<file path="src/shared/lls_regs.svh">
`ifndef LLS_REGS_SVH
`define LLS_REGS_SVH
`define LLS_OFS_CODE_CH9 8'h07
`define LLS_OFS_SEL_LOW 8'h08
`define LLS_RST_CODE_CH9 8'h00
`define LLS_RST_SEL_LOW 8'h00
`define LLS_CH9_BIT 6
`define LLS_CODE_MSB 5
`define LLS_CODE_PWM 6'h3F
`define LLS_DIV_BASE 7'h08
`define LLS_DIV_UNITY 7'h0A
`define LLS_DIV_TOP 7'h46
`endif

</file>
<file path="src/shared/lls_pkg.sv">
package lls_pkg;
    typedef struct packed {
        logic wr_en;
        logic [7:0] addr;
        logic [7:0] wdata;
    } lls_wr_t;
    typedef struct packed {
        logic [8:0] reduced;
        logic [8:0] pwm_gate;
        logic [6:0] divisor_tenths;
    } lls_ctl_t;
endpackage

</file>
<file path="src/logic/lls_level_select.sv">
`timescale 1ns/1ns
`include "lls_regs.svh"
// Contract
// bit 6 of first register selects shared level code for channel nine, else 25 mA
// six-bit shared code in bits 5:0 applies to every selected channel
// codes 0 to 62 give divisor 0.8 plus 0.1 per step
// code 63 is PWM mode; interrupt pin gates selected outputs directly
// second register bits 7:0 select channels 8 down to 1
// reserved top bit of first register ignores writes, reads zero
module lls_level_select
    import lls_pkg::*;
(
    input wire logic clk_sys,
    input wire logic rst,
    input wire lls_wr_t wr,
    input wire logic [7:0] rd_addr,
    output logic [7:0] rd_data,
    input wire logic pwm_pin,
    output lls_ctl_t ctl
);
    // ***********************
    // register storage
    // ***********************
    // bit 7 of the first register is never stored, so it cannot leak out
    logic [6:0] level_code_and_ch9_select;
    logic [7:0] channel_level_select_low;
    logic [6:0] next_level_code_and_ch9_select;
    logic [7:0] next_channel_level_select_low;
    logic hit_code;
    logic hit_low;

    assign hit_code = wr.wr_en && (wr.addr == `LLS_OFS_CODE_CH9);
    assign hit_low = wr.wr_en && (wr.addr == `LLS_OFS_SEL_LOW);

    always_comb begin
        next_level_code_and_ch9_select = level_code_and_ch9_select;
        next_channel_level_select_low = channel_level_select_low;
        if (hit_code) begin
            next_level_code_and_ch9_select = wr.wdata[6:0];
        end
        if (hit_low) begin
            next_channel_level_select_low = wr.wdata;
        end
    end

    always_ff @(posedge clk_sys) begin
        if (rst) begin
            level_code_and_ch9_select <= 7'(`LLS_RST_CODE_CH9);
            channel_level_select_low <= `LLS_RST_SEL_LOW;
        end else begin
            level_code_and_ch9_select <= next_level_code_and_ch9_select;
            channel_level_select_low <= next_channel_level_select_low;
        end
    end

    // ***********************
    // pwm pin synchroniser
    // ***********************
    // the pin is asynchronous; only the second flop feeds logic
    logic pwm_s1;
    logic pwm_s2;
    logic next_pwm_s1;
    logic next_pwm_s2;

    always_comb begin
        next_pwm_s1 = pwm_pin;
        next_pwm_s2 = pwm_s1;
    end

    always_ff @(posedge clk_sys) begin
        if (rst) begin
            pwm_s1 <= 1'b0;
            pwm_s2 <= 1'b0;
        end else begin
            pwm_s1 <= next_pwm_s1;
            pwm_s2 <= next_pwm_s2;
        end
    end

    // ***********************
    // readback
    // ***********************
    // reads are combinational so software sees the stored value same cycle
    always_comb begin
        case (rd_addr)
            `LLS_OFS_CODE_CH9: begin
                rd_data = {1'b0, level_code_and_ch9_select};
            end
            `LLS_OFS_SEL_LOW: begin
                rd_data = channel_level_select_low;
            end
            default: begin
                rd_data = 8'h00;
            end
        endcase
    end

    // ***********************
    // decode
    // ***********************
    logic [5:0] code;
    logic ch9_scale_enable;
    logic [8:0] per_channel_scale_enable;
    logic is_pwm;

    assign code = level_code_and_ch9_select[`LLS_CODE_MSB:0];
    assign ch9_scale_enable = level_code_and_ch9_select[`LLS_CH9_BIT];
    assign per_channel_scale_enable = {ch9_scale_enable, channel_level_select_low};
    assign is_pwm = (code == `LLS_CODE_PWM);

    // ***********************
    // per-channel controls
    // ***********************
    // an unselected channel keeps full scale whatever the shared code says
    logic [8:0] next_reduced;
    logic [8:0] next_pwm_gate;

    genvar ch;
    generate
        for (ch = 0; ch < 9; ch++) begin : g_chan
            assign next_reduced[ch] = per_channel_scale_enable[ch] & ~is_pwm;
            assign next_pwm_gate[ch] = per_channel_scale_enable[ch] & is_pwm & pwm_s2;
        end
    endgenerate

    // ***********************
    // control register
    // ***********************
    lls_ctl_t next_ctl;

    always_comb begin
        next_ctl.reduced = next_reduced;
        next_ctl.pwm_gate = next_pwm_gate;
        // divisor in tenths: base plus code; pwm reports unity
        if (is_pwm) begin
            next_ctl.divisor_tenths = `LLS_DIV_UNITY;
        end else begin
            next_ctl.divisor_tenths = `LLS_DIV_BASE + {1'b0, code};
        end
    end

    always_ff @(posedge clk_sys) begin
        if (rst) begin
            ctl <= '0;
        end else begin
            ctl <= next_ctl;
        end
    end
endmodule // lls_level_select

</file>
<file path="config.mk">
export PLATFORM = sky130hd
export DESIGN_NAME = lls_level_select
export DESIGN_NICKNAME = d
export VERILOG_FILES = /design/src/shared/lls_pkg.sv /design/src/logic/lls_level_select.sv
export VERILOG_INCLUDE_DIRS = /design/src /design/src/shared
export SDC_FILE = /design/constraint.sdc
export NUM_CORES = 1
export LEC_CHECK = 0
export BUFFER_PORTS_ARGS = -buffer_cell sky130_fd_sc_hd__buf_2
export CAP_MARGIN = 30
export CORE_MARGIN = 2
export CORE_UTILIZATION = 43
export CTS_CLUSTER_SIZE = 25
export DETAILED_ROUTE_END_ITERATION = 6
export GPL_ROUTABILITY_DRIVEN = 1
export PLACE_DENSITY = 0.74
export SKIP_LAST_GASP = 1
export SLEW_MARGIN = 20
export SYNTH_ARGS = -nofsm -noshare
export SYNTH_HDL_FRONTEND = slang
export SYNTH_SLANG_ARGS = --single-unit
</file>
<file path="constraint.sdc">
create_clock -name clk_sys -period 1.1 [get_ports clk_sys]
set_input_delay 0.22 -clock clk_sys [delete_from_list [all_inputs] [get_ports clk_sys]]
set_output_delay 0.22 -clock clk_sys [all_outputs]
set_load 0.01 [all_outputs]
</file>
==> results.cfg, run 1 <==
[die]
die_x_um = 66.28
row_count = 22
ios = 61
coreArea_um2 = 3689
initial_core_util_pct = 45.22
dieArea_um2 = 4393
die_y_um = 66.28

[synthesis]
syn_nets = 178
synth-seq-cells = 42
syn_avg_cell_area_um2 = 11.19
synth_compound_area_share_pct = 5.251
synth-adder-area-share_pct = 0.7502
synth-simple-area-share_pct = 30.53
synth_top_family_by_area = simple AND/OR/NAND/NOR gates
synth_xor_area_share_pct = 0.5251
yosysUniqueCellTypes = 26
synthesis.area_um2 = 1668
yosysSeqAreaShare_pct = 50.41
yosysWarnings = 0
yosys-mux-area-fraction_pct = 9.002
synth_cells = 149

[min_path]
min_path_type = primary input to flip-flop

[sta]
fin_crit_sh_pct = 132.9
slew_violations = 0
finalHoldViolations = 0
slew_headroom_pct = 77.61
min_period_ns = 1.462
finClkSkew_ns = 0.006949
max_freq_mhz = 683.9
rsz0062_at_grt = yes
worst_pin_slew_ns = 0.3359
setup_viol = 17
setup_ws_ns = -0.3623

[worst_setup_path]
cp-end-kind = output pin
critPathMaxFanout = 8
path_cells = buf_6 -> or4_4 -> nor2_4 -> buf_6
cp.arrival_ns = 1.24
slowest_delay_ns = 0.67
critPathKind = primary input to output pin
worstPathRequired_ns = 0.88
worstSetupStartpointType = primary input
slowest_stage = or4_4
path_common_cell = buf_6

[final_layout]
finalNonFillerCells = 275
final_cell_mix = 55 x buf_2, 36 x dfxtp_1, 23 x nand2b_1
layout_commonest_cell = buf_2
nets = 255
antenna_cells = 0
layout-drive-gt1-share_pct = 48.90
fillCellCount = 306
area_delta_synth_final_pct = 41.49

[clock_tree]
cts_max_level = 2
clock-sinks = 42
root_buffer = clkbuf_8
numCtsBuffers = 5
cts.clk_slew.worst_paths_ns = 0.07
cts_tree = built
cts_buffer_depth = 2
insertion_delay_ns = 0.28

[global_routing]
track_usage_pct = 16.70
grt_max_degree = 24
grt_pass1_wl_um = 5416
grt_overflow = 0
first_global_vias = 1185
antenna_found_initial = 0

[placement]
portBuffers = 60
place_congestion = 0.7760
dpl.hpwl_um = 2528
place_inst = 264
pre_cts_ws_ns = -0.3771

[detailed_routing]
routed_wl_um = 3507
routedWlPerCell_um = 12.75
ant_nets = 0
vias = 1288
drt_pass1_iterations = 4
viasPerCell = 4.684
drcViolationCount = 0
first_iter_violations = 50

[power]
leakagePower_nw = 1.076
power_frac_seq_pct = 57.4
p_switching_mw = 0.5424
total_power_mw = 2.638
p_sw_share_pct = 20.56
vdd_drop_max_mv = 0.5499
p_per_area_nw_per_um2 = 1118
comb_power_share_pct = 5.7
p_int_mw = 2.096
clkPwrFrac_pct = 36.9

[flow_run]
maxCapViolCount = 0

[outcome]
outcome = complete, but fails checks
failed_checks = negative setup slack
==> layout make-up <==
type / count / area [um^2] / share of cell area, %
inverters: 1 / 3.754 / 0.1591
clock inverters: 1 / 5.005 / 0.2121
repair buffers: 77 / 479.2 / 20.31
flip-flops and latches: 42 / 863.3 / 36.59
well taps: 48 / 60.06 / 2.545
multi-input cells: 99 / 862.1 / 36.53
clock buffers: 7 / 86.33 / 3.659
==> path summary, 6_finish.rpt <==
path	depth (start not counted)	to	startpoint	slack (ns)
setup / recovery	4	rd_data[5]	rd_addr[6]	-0.36
setup reg to reg	5	ctl[9]$_SDFF_PP0_	level_code_and_ch9_select[1]$_SDFFE_PP0P_	-0.05
hold reg to reg	1	pwm_s2$_SDFF_PP0_	next_pwm_s2$_SDFF_PP0_	0.44
hold / removal	2	next_pwm_s2$_SDFF_PP0_	pwm_pin	0.15
==> metal layers <==
metal | track usage, % | share of wire, %
met2 | 27.38 | 48
met3 | 3.237 | 5.6
met1 | 20.11 | 45
met5 | 0 | 0
met4 | 9.949 | 1.8
==> Yosys cell counts <==
cell type   n  area, um^2
a22oi_1     7       52.55
a41oi_4     1       27.53
and2_1     23       143.9
and3_1      1       6.260
and3_2      1       7.510
and3_4      1       11.26
and4b_1     2       20.02
buf_2       2       10.01
buf_6       3       33.78
clkbuf_1    3       11.26
dfxtp_1    42       840.8
ha_1        1       12.51
inv_1       1       3.750
mux2i_1    15       150.1
nand2_1     1       3.750
nand2b_1   23       143.9
nand3_1     1       5.000
nand3_2     3       30.03
nor2_1      9       33.78
nor2b_1     2       12.51
nor4_4      1       21.27
nor4b_2     1       15.01
nor4b_4     2       47.55
o21a_1      1       7.510
or4_1       1       7.510
xor2_1      1       8.760
==> critical path, delay by kind of cell <==
family                 cells  cell delay [ns]
buffers and inverters      2             0.19
AND/OR/NAND/NOR            2             0.83
==> cell families (layout without fill, tap and decap cells) <==
group | Yosys count | after routing
xor gates and xnor gates | 1 | 1
adders and majority gates | 1 | 1
AOI/OAI and AO/OA | 9 | 10
and+or+nand+nor | 72 | 72
muxes | 15 | 15
DFF | 42 | 42
buffers and inverters | 9 | 86
==> metrics by stage <==
stage | setup TNS, ns | utilization [%] | area [um^2] | hold slack [ns]
floorplan | -1.064 | - | 1750 | 0.3482
global placement | -5.654 | 58.72 | 2166 | 0.4206
detailed placement | -6.213 | 58.72 | 2166 | 0.4246
CTS | -3.333 | 63.03 | 2325 | 0.1341
global route | -3.794 | 63.98 | 2360 | 0.1751
finish | -3.202 | 63.98 | 2360 | 0.1451
==> flip-flops by register name (all words and copies together) (netlist names) <==
signal and cells:
channel_level_select_low 8, ctl 25, level_code_and_ch9_select 7, next_pwm_s2 1
pwm_s2 1
==> power by group through the flow <==
stage               sequential, mW  combinational (mW)  clock [mW]
floorplan                     1.56              0.0743           0
global placement              1.56               0.142           0
detailed placement            1.56               0.144           0
CTS                           1.53               0.152        1.01
global route                  1.51               0.163        1.07
finish                        1.51               0.151       0.974
==> what timing repair did <==
action | in CTS | in global routing
endpoints found under the setup margin | 31 | 31
resized for setup | 10 | 8
setup buffers | 0 | 2
pin swaps | 6 | 13
gates cloned | 1 | 0
hold buffers | 0 | 0
(Power assumes the default switching activity.)
==> run 2, diff against run 1 <==
--- a/config.mk
+++ b/config.mk
@@ -13,7 +13,8 @@
 export CTS_CLUSTER_SIZE = 25
 export DETAILED_ROUTE_END_ITERATION = 6
 export GPL_ROUTABILITY_DRIVEN = 1
-export PLACE_DENSITY = 0.74
+export PLACE_DENSITY = 0.81
+export RECOVER_POWER = 25
 export SKIP_LAST_GASP = 1
 export SLEW_MARGIN = 20
 export SYNTH_ARGS = -nofsm -noshare
==> run 2 against run 1 <==
Against the previous run: register-to-register slack lost 0.14 ns; largest cell class is now multi-input gates; maximum frequency barely moved; combinational power up 11%; sequential share of layout area is 1.6 points lower; the run still ends with negative setup slack left; largest power group unchanged; design area up 3.9%; critical endpoint is now rd_data[2].
==> results.cfg, run 2 (synthesized netlist as in run 1, its figures left out) <==
[final_layout]
antenna_cells = 0
layout-drive-gt1-share_pct = 50.42
area_delta_synth_final_pct = 46.96
largest_register_ffs = 25
finalNonFillerCells = 284
nets = 265
final_cell_mix = 47 x buf_2, 37 x dfxtp_1, 23 x nand2b_1
regArea_um2 = 857.1
layout_commonest_cell = buf_2
fillCellCount = 310
multiInputGateArea_um2 = 862.1
final_area_um2 = 2451
regMostFlops = ctl
largestRegisters = ctl: 25 flops, channel_level_select_low: 8 flops, level_code_and_ch9_select: 7 flops

[detailed_routing]
routedWlPerCell_um = 12.95
viasPerCell = 4.722
ant_nets = 0
routed_wl_um = 3678
vias = 1341
drt_pass1_iterations = 3
first_iter_violations = 41
drcViolationCount = 0

[placement]
portBuffers = 60
place_area_um2 = 2211
dpl.hpwl_um = 2517
pre_cts_ws_ns = -0.3731
place_inst = 270
place_congestion = 0.7069

[die]
coreArea_um2 = 3689
die_x_um = 66.28
initial_core_util_pct = 45.22
dieArea_um2 = 4393
row_count = 22
die_y_um = 66.28
ios = 61

[clock_tree]
cts_hold_buffers = 0
insertion_delay_ns = 0.30
cts.clk_slew.worst_paths_ns = 0.07
cts_buffer_depth = 2
numCtsBuffers = 5
root_buffer = clkbuf_8
clock-sinks = 42
cts_tree = built
cts_max_level = 2

[power]
p_per_area_nw_per_um2 = 1066
leakagePower_nw = 1.115
total_power_mw = 2.613
vdd_drop_max_mv = 0.4755

[sta]
slew_violations = 0
hold_ws_ns = 0.1270
finalHoldViolations = 0
min_period_ns = 1.463
worst_pin_slew_ns = 0.4941
fin_crit_sh_pct = 133.0
max_freq_mhz = 683.4
rsz0062_at_grt = yes
slew_headroom_pct = 67.06
setup_viol = 35
finClkSkew_ns = 0.005593
setup_ws_ns = -0.3634

[worst_setup_path]
path_common_cell = buf_6
crit_cells = 4
cp-end-kind = output pin
path_delay_family = simple AND/OR/NAND/NOR gates
path_cells = buf_6 -> or4_4 -> nor2_4 -> buf_6
crit_buf_inv = 2
worstSetupStartpointType = primary input
critPathMaxFanout = 8
slowest_stage = or4_4
critPathKind = primary input to output pin
ff2ff_path_depth = 4
cp.arrival_ns = 1.24
slowest_delay_ns = 0.68
worstPathRequired_ns = 0.88

[outcome]
failed_checks = negative setup slack
outcome = complete, but fails checks

[global_routing]
first_global_vias = 1210
grt_use_met2_pct = 28.00
grt_most_used_layer = met2
grt_pass1_wl_um = 5368
grtUsageMet1_pct = 19.22
grt_max_degree = 16
antenna_found_initial = 0
grt_overflow = 0
met3_usage_pct = 2.555
track_usage_pct = 16.55

[min_path]
min_path_type = primary input to flip-flop
whs_path_depth = 2

[flow_run]
maxCapViolCount = 0
## run 2: repair_timing
item                       in CTS  in global routing
setup buffers                   0                  5
setup endpoints to repair      30                 31
cloned                          0                  2
pin swaps                       4                 17
gates resized for setup         8                 23
## run 2: final timing paths
kind	slack [ns]	start	end
worst max-delay path	-0.36	rd_addr[5]	rd_data[2]
worst min-delay path	0.13	pwm_pin	next_pwm_s2$_SDFF_PP0_
worst max register to register	-0.19	level_code_and_ch9_select[1]$_SDFFE_PP0P_	ctl[15]$_SDFF_PP0_
worst min register to register	0.44	next_pwm_s2$_SDFF_PP0_	pwm_s2$_SDFF_PP0_
## run 2: metal layers
layer | wire length (um) | up-vias | part of all wire, %
met4 | 102 | 0 | 2.8
met3 | 185 | 9 | 5.0
met1 | 1608 | 622 | 44
met2 | 1782 | 41 | 48
met5 | 0 | - | 0
li1 | - | 669 | -
## run 2: where the power goes
group,switching [mW],internal [mW],total (mW)
clock,0.490,0.437,0.927
combinational,0.0759,0.0924,0.168
sequential,0.00206,1.52,1.52
total,0.568,2.05,2.61
## run 2: cell type report
cell class,count,share of cell area [%]
clock buffers,7,3.114
well taps,48,2.450
multi-input cells,98,35.17
inverters,1,0.1531
flip-flops and latches,42,34.97
repair buffers,88,24.14
## run 2: metrics by stage
step / TNS, ns / utilization (%)
final: -5.314 / 66.45
after global routing: -7.530 / 66.45
after floorplan: -1.064 / -
after detailed placement: -5.899 / 59.94
after CTS: -3.228 / 62.99
after global placement: -5.107 / 59.94
==> run 3, diff against run 2 <==
--- a/config.mk
+++ b/config.mk
@@ -8,6 +8,7 @@
 export LEC_CHECK = 0
 export BUFFER_PORTS_ARGS = -buffer_cell sky130_fd_sc_hd__buf_2
 export CAP_MARGIN = 30
+export CORE_ASPECT_RATIO = 1.1
 export CORE_MARGIN = 2
 export CORE_UTILIZATION = 43
 export CTS_CLUSTER_SIZE = 25
==> run 3 against run 2 <==
Against the previous run: largest power group unchanged; highest routed layer unchanged; the run still ends with negative setup slack left; setup slack lost 0.0022 ns; sequential share of layout area up 0.93 points; worst hold slack better by 0.0098 ns; clock power up 60%; core utilization shrank 1.5 points; via count is 3.2% lower; global-route usage up 1.4 points; die area is essentially flat; power up 21%.
==> results.cfg, run 3 (synthesized netlist as in run 1, its figures left out) <==
[worst_setup_path]
critPathMaxFanout = 8
cp-end-kind = output pin
cp.arrival_ns = 1.25
rr_startpoint = level_code_and_ch9_select[4]$_SDFFE_PP0P_
critPathKind = primary input to output pin
worstSetupStartpointType = primary input
ff2ff_setup_slack_ns = -0.01
ff2ff_path_depth = 4
worstPathRequired_ns = 0.88
r2r_end = ctl[16]$_SDFF_PP0_

[sta]
finClkSkew_ns = 0.007817
fin_crit_sh_pct = 133.2
min_period_ns = 1.466
setup_viol = 13
slew_headroom_pct = 67.94
slew_violations = 0
setup_tns_ns = -2.828
worst_pin_slew_ns = 0.4809
finalHoldViolations = 0
rsz0062_at_grt = yes
hold_ws_ns = 0.1369
max_freq_mhz = 682.3
setup_ws_ns = -0.3656

[global_routing]
grt_overflow = 0
grt_pass1_wl_um = 6127
track_usage_pct = 17.94
antenna_found_initial = 0
grt_max_degree = 16
first_global_vias = 1312

[die]
initial_core_util_pct = 45.28
ios = 61
coreArea_um2 = 3684
row_count = 23
dieArea_um2 = 4394
die_y_um = 69.32
die_x_um = 63.38

[detailed_routing]
ant_nets = 0
viasPerCell = 4.686
first_iter_violations = 51
drcViolationCount = 0
drt_pass1_iterations = 4
routed_wl_um = 3710
vias = 1298
routedWlPerCell_um = 13.39

[clock_tree]
insertion_delay_ns = 0.30
cts.clk_slew.worst_paths_ns = 0.07
cts_buffer_depth = 2
clock-sinks = 42
numCtsBuffers = 5
root_buffer = clkbuf_8
cts_max_level = 2
cts_tree = built

[final_layout]
layout-drive-gt1-share_pct = 47.58
regMostFlops = ctl
fillCellCount = 343
final_cell_mix = 50 x buf_2, 36 x dfxtp_1, 23 x nand2b_1, 23 x and2_1, 15 x mux2i_1
largest_register_ffs = 25
layout_commonest_cell = buf_2
area_delta_synth_final_pct = 43.36
finish.utilization_pct = 64.91
nets = 255
largestRegisters = ctl: 25 flops, channel_level_select_low: 8 flops, level_code_and_ch9_select: 7 flops
antenna_cells = 0
final_area_um2 = 2391

[outcome]
failed_checks = negative setup slack
outcome = complete, but fails checks

[min_path]
holdCritStartpoint = pwm_pin
min_path_type = primary input to flip-flop
hold_path_end = next_pwm_s2$_SDFF_PP0_
whs_path_depth = 2

[placement]
portBuffers = 60
dpl.hpwl_um = 2852
place_congestion = 0.7929
place_area_um2 = 2191

[power]
total_power_mw = 3.163
vdd_drop_max_mv = 0.6929
p_per_area_nw_per_um2 = 1323
leakagePower_nw = 1.082

[flow_run]
maxCapViolCount = 0
-- run 3: through the flow --
step,setup WS [ns],instances
final,-0.3656,277
after global routing,-0.3960,277
after CTS,-0.3753,277
after detailed placement,-0.3804,269
after global placement,-0.3451,269
after floorplan,-0.1330,149
-- run 3: timing repair --
| item | in CTS | in global routing |
|---|---|---|
| buffers inserted | 0 | 0 |
| setup endpoints to repair | 31 | 31 |
| pin swaps | 4 | 5 |
| hold buffers | 0 | 0 |
| resized for setup | 13 | 4 |
-- run 3: metal layers --
metal  global-route usage [%]  vias to the layer above  part of all wire [%]
li1                         -                      650                     -
met1                    20.35                      594                    42
met2                    30.99                       50                    51
met3                    6.006                        4                   5.7
met4                    6.522                        0                   1.4
met5                        0                        -                     0
-- run 3: worst max-delay path by stage --
stage,from,endpoint,slack [ns],depth (start not counted)
after CTS,rd_addr[6],rd_data[0],-0.38,4
after global routing,rd_addr[5],rd_data[2],-0.40,4
after floorplan,rd_addr[5],rd_data[0],-0.13,3
after detailed placement,rd_addr[5],rd_data[0],-0.38,4
final,rd_addr[5],rd_data[3],-0.37,4
after global placement,rd_addr[5],rd_data[0],-0.35,4
-- run 3: report_power, final --
part / leakage, nW / switching (mW) / total (mW) / internal (mW)
clock network: 0.0714 / 0.517 / 1.48 / 0.968
registers: 0.343 / 0.00204 / 1.52 / 1.52
logic: 0.667 / 0.0749 / 0.161 / 0.0863
-- run 3: final cells by class --
cell class	count	area, um^2	area share, %
tap	50	62.56	2.616
timing repair buffer	78	476.7	19.94
multi-input combinational	98	847.1	35.43
sequential	42	858.3	35.90
clock buffer	6	82.58	3.454
clock inverter	2	60.06	2.512
inverter	1	3.754	0.1570
-- run 3: worst max-delay path, cell delays in order --
cell,delay [ns]
buf_6,0.09
or4_4,0.67
nor2_4,0.13
buf_2,0.13
